<file path="config.mk">
export PLATFORM = sky130hd
export DESIGN_NAME = blau_align_unit
export DESIGN_NICKNAME = d
export VERILOG_FILES = /design/src/blau_pkg.sv /design/src/blau_lane_sel.sv /design/src/blau_misalign_chk.sv /design/src/blau_align_unit.sv
export SDC_FILE = /design/constraint.sdc
export NUM_CORES = 1
export LEC_CHECK = 0
export BUFFER_PORTS_ARGS = -buffer_cell sky130_fd_sc_hd__buf_2
export CAP_MARGIN = 20
export CORE_MARGIN = 2
export CORE_UTILIZATION = 50
export CTS_BUF_LIST = sky130_fd_sc_hd__clkbuf_4
export CTS_CLUSTER_SIZE = 20
export DETAILED_ROUTE_END_ITERATION = 7
export PLACE_DENSITY = 0.92
export SLEW_MARGIN = 20
export SYNTH_ARGS = -nofsm -noshare
export SYNTH_HDL_FRONTEND = slang
export SYNTH_SLANG_ARGS = --single-unit
</file>
<file path="constraint.sdc">
create_clock -name core_clk -period 5.8 [get_ports core_clk]
set_input_delay 0.29 -clock core_clk [delete_from_list [all_inputs] [get_ports core_clk]]
set_output_delay 0.29 -clock core_clk [all_outputs]
set_load 0.02 [all_outputs]
</file>
<file path="src/blau_pkg.sv">
// Purpose: constants and types for the byte lane align unit
// Assumes: 32-bit data path, 30-bit program counter
// Notes:   access size option codes and size type; the decode itself lives in the align unit
package blau_pkg;

   // ***********************************************
   // access size option codes
   // ***********************************************
   localparam logic [2:0] OPT_WORD  = 3'h0;
   localparam logic [2:0] OPT_BYTE  = 3'h1;
   localparam logic [2:0] OPT_HALF  = 3'h2;

   // ***********************************************
   // widths and reset values
   // ***********************************************
   localparam int         DATA_W    = 32;
   localparam int         PC_W      = 30;
   localparam int         PTR_W     = 2;
   localparam logic [1:0] PTR_RST   = 2'h0;
   localparam logic [29:0] PC_RST   = 30'h0000_0000;
   localparam logic [1:0] FETCH_LOW = 2'h0;

   typedef enum logic [1:0] {
      BLAU_SZ_WORD  = 2'b00,
      BLAU_SZ_BYTE  = 2'b01,
      BLAU_SZ_HALF  = 2'b10,
      BLAU_SZ_OTHER = 2'b11
   } blau_size_t;

endpackage

</file>
<file path="src/blau_lane_sel.sv">
// Purpose: maps a two-bit byte index to a physical lane number
// Assumes: lane 3 is the most significant byte of the word
// Notes:   endianness only changes the index interpretation
`timescale 1ns/1ps
module blau_lane_sel
   import blau_pkg::*;
(
   // index in
   input  wire logic [1:0] byteIdx,
   input  wire logic       endianSelect,
   // lane out
   output logic [1:0]      laneNum,
   output logic            halfUpper
);

   // big endian: index 00 is lane 3; little endian: index 00 is lane 0
   assign laneNum   = endianSelect ? byteIdx : ~byteIdx;
   // bit 0 never enters the half-word choice
   assign halfUpper = endianSelect ? byteIdx[1] : ~byteIdx[1];

endmodule // blau_lane_sel

</file>
<file path="src/blau_misalign_chk.sv">
// Purpose: unaligned access detection for memory space accesses
// Assumes: checks only while the trap enable is set
// Notes:   combinational, same cycle as the request
`timescale 1ns/1ps
module blau_misalign_chk
   import blau_pkg::*;
(
   // request
   input  wire logic [2:0] accessSizeOptionBits,
   input  wire logic [1:0] addrLow,
   input  wire logic       ioSpace,
   input  wire logic       trapMisalignedEnable,
   // result
   output logic            misalignTrap
);

   logic wordBad;
   logic halfBad;

   assign wordBad = (accessSizeOptionBits == OPT_WORD) && (addrLow != 2'h0);
   assign halfBad = (accessSizeOptionBits == OPT_HALF) && addrLow[0];
   // io space never traps
   assign misalignTrap = trapMisalignedEnable && !ioSpace
                         && (wordBad || halfBad);

endmodule // blau_misalign_chk

</file>
<file path="src/blau_align_unit.sv">
// Purpose: load/store byte lane selection, extension, replication,
//          write enables, misalignment trap and fetch alignment
// Assumes: one request per accepted cycle; results registered
// Notes:   bus timing and multiple transfers live elsewhere
`timescale 1ns/1ps

module blau_align_unit
   import blau_pkg::*;
(
   // clock and reset
   input  wire logic              core_clk,
   input  wire logic              rst,
   // configuration
   input  wire logic              endianSelect,
   input  wire logic              trapMisalignedEnable,
   // request from core
   input  wire logic              reqValid,
   input  wire logic              reqStore,
   input  wire logic              reqIoSpace,
   input  wire logic [2:0]        accessSizeOptionBits,
   input  wire logic              signExtendFlag,
   input  wire logic [31:0]       reqAddr,
   input  wire logic              useBytePointer,
   input  wire logic [31:0]       storeSrc,
   // load data from bus
   input  wire logic              loadValid,
   input  wire logic [31:0]       loadWord,
   // program counter control
   input  wire logic              pcLoad,
   input  wire logic [29:0]       pcNew,
   input  wire logic              pcStep,
   // bus request
   output logic                   busStart,
   output logic [31:0]            busAddr,
   output logic [31:0]            busWdata,
   output logic [3:0]             busByteEn,
   output logic                   busWrite,
   // results
   output logic [31:0]            loadResult,
   output logic                   loadDone,
   output logic                   misalignTrap,
   output logic [1:0]             bytePointerField,
   output logic [31:0]            fetchAddr
);

   // ***********************************************
   // decode
   // ***********************************************
   function automatic blau_size_t decodeSize(input logic [2:0] access_size_option);
      case (access_size_option)
         OPT_WORD: decodeSize = BLAU_SZ_WORD;
         OPT_BYTE: decodeSize = BLAU_SZ_BYTE;
         OPT_HALF: decodeSize = BLAU_SZ_HALF;
         default:  decodeSize = BLAU_SZ_OTHER;
      endcase
   endfunction

   blau_size_t reqSize;
   logic [1:0] byteIdx;
   logic [1:0] laneNum;
   logic       halfUpper;
   logic       trapNow;

   assign reqSize = decodeSize(accessSizeOptionBits);
   // pointer field or address bits give the index
   assign byteIdx = useBytePointer ? bytePointerField : reqAddr[1:0];

   blau_lane_sel uLaneSel (
      .byteIdx      (byteIdx),
      .endianSelect (endianSelect),
      .laneNum      (laneNum),
      .halfUpper    (halfUpper)
   );

   blau_misalign_chk uChk (
      .accessSizeOptionBits (accessSizeOptionBits),
      .addrLow              (reqAddr[1:0]),
      .ioSpace              (reqIoSpace),
      .trapMisalignedEnable (trapMisalignedEnable),
      .misalignTrap         (trapNow)
   );

   // ***********************************************
   // store data and byte enables
   // ***********************************************
   logic [31:0] wdataNext;
   logic [3:0]  beNext;

   always_comb begin
      wdataNext = storeSrc;
      beNext    = 4'hF;
      case (reqSize)
         BLAU_SZ_BYTE: begin
            wdataNext = {4{storeSrc[7:0]}};
            beNext    = 4'h1 << laneNum;
         end
         BLAU_SZ_HALF: begin
            wdataNext = {2{storeSrc[15:0]}};
            beNext    = halfUpper ? 4'hC : 4'h3;
         end
         default: begin
            wdataNext = storeSrc;
            beNext    = 4'hF;
         end
      endcase
   end

   // ***********************************************
   // bus request register
   // ***********************************************
   always_ff @(posedge core_clk or posedge rst) begin
      if (rst) begin
         busStart  <= 1'b0;
         busAddr   <= 32'h0000_0000;
         busWdata  <= 32'h0000_0000;
         busByteEn <= 4'h0;
         busWrite  <= 1'b0;
      end else begin
         // trapped accesses are dropped before a cycle begins
         busStart <= reqValid && !trapNow;
         if (reqValid && !trapNow) begin
            busAddr   <= reqAddr;
            busWdata  <= reqStore ? wdataNext : 32'h0000_0000;
            busByteEn <= reqStore ? beNext : 4'hF;
            busWrite  <= reqStore;
         end
      end
   end

   always_ff @(posedge core_clk or posedge rst) begin
      if (rst) begin
         misalignTrap <= 1'b0;
      end else begin
         misalignTrap <= reqValid && trapNow;
      end
   end

   // ***********************************************
   // pending load context
   // ***********************************************
   blau_size_t pendSize_reg;
   logic [1:0] pendLane_reg;
   logic       pendUpper_reg;
   logic       pendSign_reg;

   always_ff @(posedge core_clk or posedge rst) begin
      if (rst) begin
         pendSize_reg  <= BLAU_SZ_WORD;
         pendLane_reg  <= 2'h0;
         pendUpper_reg <= 1'b0;
         pendSign_reg  <= 1'b0;
      end else if (reqValid && !reqStore && !trapNow) begin
         pendSize_reg  <= reqSize;
         pendLane_reg  <= laneNum;
         pendUpper_reg <= halfUpper;
         pendSign_reg  <= signExtendFlag;
      end
   end

   // ***********************************************
   // load extraction and extension
   // ***********************************************
   logic [7:0]  selByte;
   logic [15:0] selHalf;
   logic [31:0] loadNext;

   assign selByte = loadWord[{pendLane_reg, 3'b000} +: 8];
   assign selHalf = pendUpper_reg ? loadWord[31:16] : loadWord[15:0];

   always_comb begin
      loadNext = loadWord;
      case (pendSize_reg)
         BLAU_SZ_BYTE: loadNext = {{24{pendSign_reg & selByte[7]}},
                                   selByte};
         BLAU_SZ_HALF: loadNext = {{16{pendSign_reg & selHalf[15]}},
                                   selHalf};
         default:      loadNext = loadWord;
      endcase
   end

   always_ff @(posedge core_clk or posedge rst) begin
      if (rst) begin
         loadResult <= 32'h0000_0000;
         loadDone   <= 1'b0;
      end else begin
         loadDone <= loadValid;
         if (loadValid) begin
            loadResult <= loadNext;
         end
      end
   end

   // ***********************************************
   // byte pointer update
   // ***********************************************
   always_ff @(posedge core_clk or posedge rst) begin
      if (rst) begin
         bytePointerField <= PTR_RST;
      end else if (reqValid && signExtendFlag) begin
         bytePointerField <= {2{~endianSelect}};
      end
   end

   // ***********************************************
   // program counter and fetch address
   // ***********************************************
   logic [29:0] pc_reg;

   always_ff @(posedge core_clk or posedge rst) begin
      if (rst) begin
         pc_reg <= PC_RST;
      end else if (pcLoad) begin
         pc_reg <= pcNew;
      end else if (pcStep) begin
         pc_reg <= pc_reg + 30'h1;
      end
   end

   // external system also ignores the low fetch bits
   assign fetchAddr = {pc_reg, FETCH_LOW};

   // ***********************************************
   // checks
   // ***********************************************
   a_trap_gate: assert property (
      @(posedge core_clk) disable iff (rst)
      reqValid && reqIoSpace |=> !misalignTrap)
      else $error("io access raised trap");
   a_no_trap_bus: assert property (
      @(posedge core_clk) disable iff (rst)
      misalignTrap |-> !busStart)
      else $error("trapped access started bus");
   a_word_trap: assert property (
      @(posedge core_clk) disable iff (rst)
      reqValid && trapMisalignedEnable && !reqIoSpace
      && accessSizeOptionBits == 3'h0 && reqAddr[1:0] != 2'h0
      |=> misalignTrap)
      else $error("word misalign missed");
   a_half_trap: assert property (
      @(posedge core_clk) disable iff (rst)
      reqValid && trapMisalignedEnable && !reqIoSpace
      && accessSizeOptionBits == 3'h2 && reqAddr[0] |=> misalignTrap)
      else $error("half misalign missed");
   a_trap_off: assert property (
      @(posedge core_clk) disable iff (rst)
      !trapMisalignedEnable |=> !misalignTrap)
      else $error("trap while disabled");
   a_store_repl: assert property (
      @(posedge core_clk) disable iff (rst)
      reqValid && reqStore && !trapNow && accessSizeOptionBits == 3'h1
      |=> busWdata == {4{$past(storeSrc[7:0])}})
      else $error("byte not replicated");
   a_half_repl: assert property (
      @(posedge core_clk) disable iff (rst)
      reqValid && reqStore && !trapNow && accessSizeOptionBits == 3'h2
      |=> busWdata == {2{$past(storeSrc[15:0])}})
      else $error("half not replicated");
   a_byte_en: assert property (
      @(posedge core_clk) disable iff (rst)
      reqValid && reqStore && !trapNow && accessSizeOptionBits == 3'h1
      && !useBytePointer && !endianSelect && reqAddr[1:0] == 2'h0
      |=> busByteEn == 4'h8)
      else $error("big endian byte lane wrong");
   a_byte_en_le: assert property (
      @(posedge core_clk) disable iff (rst)
      reqValid && reqStore && !trapNow && accessSizeOptionBits == 3'h1
      && !useBytePointer && endianSelect && reqAddr[1:0] == 2'h0
      |=> busByteEn == 4'h1)
      else $error("little endian byte lane wrong");
   a_byte_en_top: assert property (
      @(posedge core_clk) disable iff (rst)
      reqValid && reqStore && !trapNow && accessSizeOptionBits == 3'h1
      && !useBytePointer && endianSelect && reqAddr[1:0] == 2'h3
      |=> busByteEn == 4'h8)
      else $error("little endian top lane wrong");
   a_half_en: assert property (
      @(posedge core_clk) disable iff (rst)
      reqValid && reqStore && !trapNow && accessSizeOptionBits == 3'h2
      && !useBytePointer && !endianSelect && !reqAddr[1]
      |=> busByteEn == 4'hC)
      else $error("half lane wrong");
   a_half_en_le: assert property (
      @(posedge core_clk) disable iff (rst)
      reqValid && reqStore && !trapNow && accessSizeOptionBits == 3'h2
      && !useBytePointer && endianSelect && !reqAddr[1]
      |=> busByteEn == 4'h3)
      else $error("little endian half lane wrong");
   a_ptr_set: assert property (
      @(posedge core_clk) disable iff (rst)
      reqValid && signExtendFlag
      |=> bytePointerField == {2{$past(~endianSelect)}})
      else $error("byte pointer not set");
   a_ptr_hold: assert property (
      @(posedge core_clk) disable iff (rst)
      !(reqValid && signExtendFlag) |=> $stable(bytePointerField))
      else $error("byte pointer moved");
   a_load_zext: assert property (
      @(posedge core_clk) disable iff (rst)
      loadValid && pendSize_reg == BLAU_SZ_BYTE && !pendSign_reg
      |=> loadResult[31:8] == 24'h00_0000 && loadDone)
      else $error("byte load not zero extended");
   a_load_sext: assert property (
      @(posedge core_clk) disable iff (rst)
      loadValid && pendSize_reg == BLAU_SZ_HALF && pendSign_reg
      |=> loadResult[31:16] == {16{loadResult[15]}} && loadDone)
      else $error("half load not sign extended");
   // reserved codes run as words and must never trap
   a_reserved_opt: assert property (
      @(posedge core_clk) disable iff (rst)
      reqValid && accessSizeOptionBits == 3'h3 |=> !misalignTrap)
      else $error("reserved option trapped");
   a_trap_hold: assert property (
      @(posedge core_clk) disable iff (rst)
      misalignTrap |-> $stable(busAddr) && $stable(busWrite))
      else $error("trapped access changed bus");
   a_fetch_low: assert property (
      @(posedge core_clk) disable iff (rst)
      fetchAddr[1:0] == 2'h0)
      else $error("fetch address unaligned");
   a_fetch_step: assert property (
      @(posedge core_clk) disable iff (rst)
      pcStep && !pcLoad |=> fetchAddr == $past(fetchAddr) + 32'h0000_0004)
      else $error("fetch step wrong");

   c_byte_store: cover property (@(posedge core_clk) disable iff (rst)
      busStart && busWrite && busByteEn == 4'h2);
   c_half_store: cover property (@(posedge core_clk) disable iff (rst)
      busStart && busWrite && busByteEn == 4'h3);
   c_trap: cover property (@(posedge core_clk) disable iff (rst)
      misalignTrap);
   c_sign_load: cover property (@(posedge core_clk) disable iff (rst)
      loadDone && loadResult[31]);
   c_ptr_load: cover property (@(posedge core_clk) disable iff (rst)
      reqValid && useBytePointer && !reqStore);

endmodule // blau_align_unit

</file>
==> results of run 1 <==
[how the worst max path moves through the flow]
stage          slack, ns         endpoint       startpoint  cells after the start
6_report            3.10   loadResult[21]  pendLane_reg[1]                      5
5_1_grt             2.96     pendSign_reg       reqAddr[1]                      7
4_1_cts             3.19   loadResult[21]  pendLane_reg[1]                      5
3_5_place_dp        3.20  pendLane_reg[0]       reqAddr[1]                      6
3_3_place_gp        3.29  pendLane_reg[1]       reqAddr[1]                      6
2_1_floorplan       1.76       busAddr[0]              rst                      1
[Yosys cell counts (9+ instances only)]
| cell type | n |
|---|---|
| dfrtp_1 | 140 |
| nand2_1 | 121 |
| o21ai_0 | 101 |
| mux2_2 | 46 |
| clkbuf_1 | 37 |
| xor2_1 | 21 |
| nor2_1 | 18 |
| a21oi_1 | 17 |
| a221o_1 | 13 |
| inv_1 | 11 |
| nor2b_1 | 11 |
| xnor2_1 | 11 |
| and3_1 | 9 |
| mux2i_1 | 9 |
| nand3_1 | 9 |
| nand4_1 | 9 |
[cell type report]
type / count / area (sq um) / share of cell area
flip-flops and latches: 140 / 3500 / 0.381
multi-input cells: 466 / 2970 / 0.324
repair buffers: 358 / 2200 / 0.239
well taps: 176 / 220 / 0.0240
clock buffers: 17 / 128 / 0.0139
clock inverters: 15 / 108 / 0.0117
inverters: 12 / 50.0 / 0.00545
diodes: 2 / 5.00 / 0.000545
[stage by stage]
stage	cell area [sq um]	util	total power [mW]
finish	9190	0.699	2.57
global route	9190	0.699	2.70
CTS	9180	0.699	2.56
detailed placement	8130	0.619	1.98
global placement	8130	0.619	1.95
floorplan	6700	-	1.70
[logic make-up after synthesis]
group                      after synthesis
muxes                                   55
buffers and inverters                   57
and+or+nand+nor                        202
other                                    1
DFF                                    140
adders and majority gates                6
xor gates and xnor gates                32
AOI/OAI and AO/OA                      169
[worst min-delay path: cells and delay by family]
family,cells,cell delay [ns]
buffers and inverters,1,0.07
AO/OA/AOI/OAI,2,0.17
[per-layer routing]
layer  vias to the layer above  global-route usage
met2                       436               0.484
met5                         -                   0
li1                       2994                   -
met1                      3130               0.355
met4                         0               0.170
met3                       122              0.0822
[timing repair]
action / in CTS / in global routing
hold buffers: 81 / 0
endpoints found under the setup margin: 0 / 0
hold endpoints to repair: 168 / 0
[power breakdown]
group	total [mW]	switching [mW]	internal (mW)
clock	0.550	0.349	0.201
combinational	0.791	0.468	0.323
sequential	1.23	0.120	1.11
==> flow_summary_export.csv, run 1 <==
group,metric,value,unit
status,status,"finished clean",
clock_network,cts-root-buf,"clkbuf_4",
sta,slew_headroom,0.285,
route,wirelength,21300,microns
synthesis,synthArstFlopShare,1.00,
sta,setup_tns,0,ns
synthesis,synth_edf_count,0,
route,wl_met3,1710,microns
synthesis,synthSimpleGateAreaFrac,0.143,
sta,worst_pin_slew,1.07,ns
sta,holdWs,0.0276,ns
floorplanning,die_area,0.0143,sq mm
route,viasPerCell,5.63,
setup_path,timing.rr.end,"loadResult[21]",
floorplanning,die_h,120,microns
setup_path,crit_family,"compound AO/OA/AOI/OAI gates",
clock_network,cts_setup_buffers,0,
layout,drive_gt1_frac,0.359,
route,postRouteAntennaNets,0,
synthesis,synth_top_cell_area_share,0.523,
clock_network,insertion_delay,0.54,ns
setup_path,r2r_slack,3.10,ns
layout,top_regs,"busAddr (32), busWdata (32), loadResult (32)",
setup_path,crit_type,"flop to flop",
global_routing,grt_pass1_wl,33400,microns
setup_path,crit_buf_inv,0,
sta,rsz0062_at_grt,"false",
setup_path,r2r_start,"pendLane_reg[1]",
hold_path,hp-class,"primary input to flop",
setup_path,crit_slowest_cell,"dfrtp_1",
clock_network,cts_tree,"yes",
synthesis,ys_types,44,
synthesis,synth-seq-cells,140,
floorplanning,placementRows,42,
synthesis,synth_area_leaders,"dfrtp_1 (52%), mux2_2 (7.7%), o21ai_0 (7.5%)",
synthesis,ys_warn_count,0,
sta,fin_crit,2.70,ns
sta,max_freq,0.370,GHz
synthesis,synth_xor_area_frac,0.0419,
setup_path,path_cells,"mux2i_1 -> mux2i_1 -> nand2_1 -> a211oi_2 -> a221o_1",
setup_path,worst_setup_path_end_kind,"flop",
pwr,leakage,4.42,nW
route,drt_iter0_drc,609,
global_routing,grt_max_degree,103,
route,wl_met1,8150,microns
route,dr.pass1.iters,7,
sta,slew_violations,0,
placement,numPortBuffers,276,
placement,dpl_worst_slack,3.20,ns
global_routing,gr-total-overflow,0,
layout,final_common_cell,"buf_2",
hold_path,whs_path_depth,3,
pwr,powerDensity,280,mW/mm^2
clock_network,clock-sinks,140,
synthesis,syn_avg_cell_area,10.1,sq um
floorplanning,num_io_pins,279,
pwr,ir_drop,0.234,mV
setup_path,worstPathArrival,3.17,ns
placement,routabilityCongestion,0.930,
synthesis,synth-compound-area-share,0.155,
synthesis,synth-seq-area-share,0.523,
synthesis,synth-adder-area-share,0.0112,
layout,area_delta_synth_final,37.2,%
floorplanning,die_x,120,microns
setup_path,startpoint_type,"flop",
synthesis,syn_inst,662,
floorplanning,core_area,0.0131,sq mm
placement,dpl.cell_count,1071,
setup_path,slowest_delay,0.93,ns
setup_path,cp_max_fo,24,
clock_network,clockBufferDepth,2,
synthesis,synth_top_cell_by_area,"dfrtp_1",
layout,fin_nets,1142,
setup_path,worstPathRequired,6.26,ns
global_routing,antenna_found_initial,2,
hold_path,whs_endpoint,"busWdata[28]",
setup_path,crit_top_cell,"mux2i_1",
synthesis,synth_top_family_by_area,"compound AO/OA/AOI/OAI gates",
route,vias,6682,
route,wl_met2,10400,microns
synthesis,muxShareOfSynthArea,0.0908,
clock_network,clk_pin_slew_worst_paths,0.12,ns
sta,finalHoldViolations,0,
floorplanning,start_util,0.510,
layout,finalNonFillerCells,1186,
sta,setup_viol_count_final,0,
clock_network,htree_levels,4,
synthesis,ys.flop_type,"dfrtp_1",
setup_path,worstRegToRegCells,5,
global_routing,gr-usage-all-layers,0.297,
clock_network,cts_made_buffers,17,
route,highest_layer,"met4",
sta,finalCritPeriodShare,0.466,
flow_run,drv_cap,0,
route,drc,0,
layout,nFillCells,925,
sta,clock_skew,0.0213,ns
sta,setup_slack,3.10,ns
layout,final_cell_mix,"buf_2 (276), dfrtp_1 (140), nand2_1 (120)",
global_routing,first_global_vias,6674,
hold_path,worstHoldStart,"storeSrc[28]",
synthesis,synth_area,0.00670,sq mm
route,wl_per_cell,18.0,microns
clock_network,cts_resized,0,
placement,dp_hpwl,13200,microns
No activity file was read; power rests on OpenSTA's default activity.
==> run 2, diff against run 1 <==
--- a/config.mk
+++ b/config.mk
@@ -8,11 +8,11 @@
 export BUFFER_PORTS_ARGS = -buffer_cell sky130_fd_sc_hd__buf_2
 export CAP_MARGIN = 20
 export CORE_MARGIN = 2
-export CORE_UTILIZATION = 50
+export CORE_UTILIZATION = 45
 export CTS_BUF_LIST = sky130_fd_sc_hd__clkbuf_4
 export CTS_CLUSTER_SIZE = 20
 export DETAILED_ROUTE_END_ITERATION = 7
-export PLACE_DENSITY = 0.92
+export PLACE_DENSITY = 0.88
 export SLEW_MARGIN = 20
 export SYNTH_ARGS = -nofsm -noshare
 export SYNTH_HDL_FRONTEND = slang
==> constraint.sdc (replaced) <==
create_clock -name core_clk -period 2.2 [get_ports core_clk]
set_input_delay 0.11 -clock core_clk [delete_from_list [all_inputs] [get_ports core_clk]]
set_output_delay 0.11 -clock core_clk [all_outputs]
set_load 0.02 [all_outputs]
==> flow_summary_export.csv, run 2 (synthesis results as in run 1) <==
group,metric,value,unit
global_routing,gr-usage-all-layers,0.294,
setup_path,worstPathRequired,2.62,ns
placement,numPortBuffers,276,
sta,clock_skew,0.0143,ns
floorplanning,placementRows,44,
clock_network,cts-root-buf,"clkbuf_4",
sta,finalCritPeriodShare,0.907,
layout,area_delta_synth_final,49.6,%
pwr,report.power.total,7.13,mW
floorplanning,die_x,126,microns
route,wl_per_cell,18.2,microns
route,postRouteAntennaNets,0,
sta,finalHoldViolations,0,
sta,max_freq,0.501,GHz
sta,rsz0062_at_grt,"false",
setup_path,worstPathArrival,2.41,ns
clock_network,clockBufferDepth,2,
layout,final_common_cell,"buf_2",
pwr,ir_drop,0.475,mV
clock_network,htree_levels,4,
route,dr.pass1.iters,6,
floorplanning,die_h,126,microns
sta,holdWs,0.0678,ns
hold_path,hp-class,"primary input to flop",
route,wirelength,23100,microns
placement,dpl.cell_count,1093,
sta,setup_viol_count_final,0,
layout,top_regs,"busAddr (32), busWdata (32), loadResult (32)",
sta,slew_headroom,0.588,
layout,finalNonFillerCells,1274,
global_routing,first_global_vias,7147,
clock_network,cts_tree,"yes",
floorplanning,core_area,0.0145,sq mm
floorplanning,start_util,0.461,
clock_network,clock-sinks,140,
floorplanning,die_area,0.0159,sq mm
clock_network,cts_made_buffers,17,
global_routing,antenna_found_initial,4,
route,vias,7032,
clock_network,clk_pin_slew_worst_paths,0.12,ns
setup_path,crit_type,"flop to flop",
sta,slew_violations,0,
route,drt_iter0_drc,711,
setup_path,cp_max_fo,4,
global_routing,gr-total-overflow,0,
setup_path,startpoint_type,"flop",
setup_path,worst_setup_path_end_kind,"flop",
layout,fin_nets,1220,
clock_network,insertion_delay,0.53,ns
sta,setup_tns,0,ns
flow_run,drv_cap,0,
placement,dp_hpwl,13600,microns
sta,fin_crit,2.00,ns
floorplanning,num_io_pins,279,
status,status,"finished clean",
clock_network,cts_setup_buffers,0,
global_routing,grt_pass1_wl,37000,microns
route,drc,0,
placement,routabilityCongestion,0.892,
global_routing,grt_max_degree,78,
layout,final_cell_mix,"buf_2 (276), dlygate4sd3_1 (145), dfrtp_1 (140)",
layout,drive_gt1_frac,0.349,
route,viasPerCell,5.52,
pwr,leakage,4.79,nW
sta,worst_pin_slew,0.618,ns
pwr,powerDensity,711,mW/mm^2
layout,final_core_util,0.689,
run 2: layer usage:
layer	global-route usage	up-vias	share of wire
met1	0.344	3263	0.36
met2	0.485	469	0.49
met4	0.198	0	0.070
li1	-	3154	-
met3	0.0680	146	0.077
met5	0	-	0
run 2: worst paths after layout:
path	startpoint	endpoint	slack [ns]	cells after the start
setup / recovery	pc_reg[0]	pc_reg[24]	0.20	6
hold / removal	storeSrc[17]	busWdata[17]	0.07	5
setup reg to reg	pc_reg[0]	pc_reg[24]	0.20	6
hold reg to reg	busWdata[16]	busWdata[16]	0.49	2
max in group asynchronous	rst	busWdata[17]	1.58	4
min in group asynchronous	rst	pc_reg[5]	0.25	4
run 2: repair_timing:
item,CTS,global route
setup endpoints to repair,0,1
resized for setup,0,1
endpoints found under the hold margin,274,0
hold buffers,145,0
run 2: through the flow:
stage	worst slack (ns)	area, sq um
floorplan	0.229	6700
global placement	0.320	8290
detailed placement	0.292	8290
CTS	0.283	10000
global route	0.0626	10000
finish	0.204	10000
run 2: worst max-delay path, cell delays in order (launching register included):
cell and delay (ns):
dfrtp_1 0.46, ha_1 0.22, nand3_1 0.13, or4_4 0.55, nor4_4 0.30, xnor2_1 0.16, o21ai_2 0.06
run 2: final cells by class:
| class | instances | area, sq um |
|---|---|---|
| Multi-Input combinational cell | 466 | 2970 |
| Tap cell | 184 | 230 |
| Inverter | 12 | 48.8 |
| Fill cell | 981 | 4520 |
| Clock inverter | 13 | 126 |
| Clock buffer | 19 | 143 |
| Antenna cell | 4 | 10.0 |
| Sequential cell | 140 | 3500 |
| Timing Repair Buffer | 436 | 2980 |
run 2: report_power, final:
part	switching, mW	total, mW	internal, mW
clock	0.935	1.62	0.683
sequential	0.270	3.20	2.93
combinational	1.33	2.30	0.971
total	2.54	7.13	4.59
==> run 3, diff against run 2 <==
==> constraint.sdc (replaced) <==
create_clock -name core_clk -period 2.2 [get_ports core_clk]
set_input_delay 0.44 -clock core_clk [delete_from_list [all_inputs] [get_ports core_clk]]
set_output_delay 0.44 -clock core_clk [all_outputs]
set_load 0.02 [all_outputs]
==> flow_summary_export.csv, run 3 (synthesis results as in run 1) <==
group,metric,value,unit
status,status,"finished clean",
flow_run,drv_cap,0,
global_routing,first_global_vias,6118,
sta,slew_violations,0,
setup_path,r2r_start,"pendSize_reg[0]",
sta,fin_crit,1.97,ns
route,postRouteAntennaNets,0,
sta,setup_tns,0,ns
floorplanning,die_h,126,microns
setup_path,worstPathRequired,2.69,ns
global_routing,grt_util_met1,0.296,
hold_path,hp-class,"primary input to flop",
layout,final_core_util,0.595,
floorplanning,num_io_pins,279,
pwr,ir_drop,0.487,mV
setup_path,cp_max_fo,13,
pwr,leakage,4.23,nW
placement,routabilityCongestion,0.907,
clock_network,clk_pin_slew_worst_paths,0.14,ns
route,drt_iter0_drc,453,
placement,dp_hpwl,14100,microns
placement,numPortBuffers,276,
floorplanning,start_util,0.461,
setup_path,crit_type,"flop to flop",
global_routing,grtUsageMet3,0.0616,
global_routing,grtUsageMet2,0.386,
sta,rsz0062_at_grt,"false",
layout,area_delta_synth_final,29.2,%
route,wirelength,18800,microns
sta,setup_viol_count_final,0,
sta,clock_skew,0.0184,ns
route,wl_per_cell,16.6,microns
setup_path,worstPathArrival,2.47,ns
clock_network,cts_setup_buffers,0,
layout,finalNonFillerCells,1133,
sta,worst_pin_slew,0.971,ns
clock_network,htree_levels,4,
route,dr.pass1.iters,5,
setup_path,worst_setup_path_end_kind,"flop",
layout,final_common_cell,"buf_2",
clock_network,clock-sinks,140,
placement,dpl.cell_count,1099,
floorplanning,die_x,126,microns
clock_network,hold_buffers,0,
floorplanning,placementRows,44,
layout,fin_nets,1081,
setup_path,startpoint_type,"flop",
clock_network,cts_resized,0,
layout,final_cell_mix,"buf_2 (276), dfrtp_1 (140), nand2_1 (120)",
clock_network,cts_tree,"yes",
hold_path,worstHoldStart,"pcNew[0]",
layout,top_regs,"busAddr (32), busWdata (32), loadResult (32)",
global_routing,antenna_found_initial,2,
clock_network,cts_made_buffers,17,
clock_network,insertion_delay,0.56,ns
pwr,powerDensity,815,mW/mm^2
sta,finalCritPeriodShare,0.897,
sta,finalHoldViolations,0,
global_routing,gr-usage-all-layers,0.239,
clock_network,cts-root-buf,"clkbuf_4",
global_routing,grt_max_degree,141,
sta,slew_headroom,0.350,
global_routing,top_usage_layer,"met2",
route,drc,0,
route,viasPerCell,5.44,
route,vias,6158,
global_routing,grt_pass1_wl,30400,microns
setup_path,startpoint,"pendSize_reg[0]",
clock_network,clockBufferDepth,2,
floorplanning,core_area,0.0145,sq mm
global_routing,gr-total-overflow,0,
layout,drive_gt1_frac,0.409,
floorplanning,die_area,0.0159,sq mm
sta,max_freq,0.507,GHz
==> run 3: cell count changes in the layout (fill, tap and decap cells not counted), moves of 2 or more <==
cell and change:
clkinv_2 -2, dlygate4sd3_1 -145, diode_2 -2, clkinv_4 +2, clkbuf_4 -2, clkinv_1 -3, buf_4 +6, inv_6 +4
==> run 3: layout make-up <==
type,count,area (sq um)
inverter,12,48.8
timing repair buffer,297,1580
fill,1242,5880
tap,184,230
antenna,2,5.00
multi-input combinational,466,2970
sequential,140,3500
clock buffer,17,128
clock inverter,15,188
==> run 3: final timing paths <==
check,endpoint,slack (ns),cells past startpoint
max in group asynchronous,busWdata[21],1.57,3
setup reg to reg,loadResult[16],0.23,5
min in group asynchronous,loadResult[21],0.09,3
setup / recovery,loadResult[16],0.23,5
hold / removal,pc_reg[0],0.07,3
hold reg to reg,busWdata[17],0.48,2
==> run 3: worst max-delay path, cell delays in order (launching register included) <==
cell	delay, ns
dfrtp_1	0.37
inv_1	0.06
ha_1	0.30
inv_1	0.14
nor2_1	0.77
a221o_1	0.27
==> run 3: power by group <==
part	internal, mW	total (mW)	leakage, nW	switching (mW)
combinational	0.796	2.04	2.36	1.24
sequential	2.93	3.19	1.71	0.258
clock	0.804	1.82	0.160	1.02
==> run 3: through the flow <==
| step | power, mW | hold WS [ns] | cell area [sq um] | worst slack [ns] |
|---|---|---|---|---|
| final | 7.05 | 0.0681 | 8650 | 0.226 |
| after global routing | 7.46 | 0.0321 | 8650 | 0.0605 |
| after CTS | 7.12 | 0.0140 | 8650 | 0.234 |
| after detailed placement | 5.27 | 0.464 | 8330 | 0.0151 |
| after global placement | 5.20 | 0.458 | 8330 | 0.112 |
| after floorplan | 4.48 | 0.471 | 6700 | 0.0109 |
==> run 3: routing by layer <==
metal  vias to the layer above  part of all wire
met5                         -                 0
met4                         0             0.045
met3                        71             0.077
met2                       313              0.48
met1                      2899              0.40
li1                       2875                 -
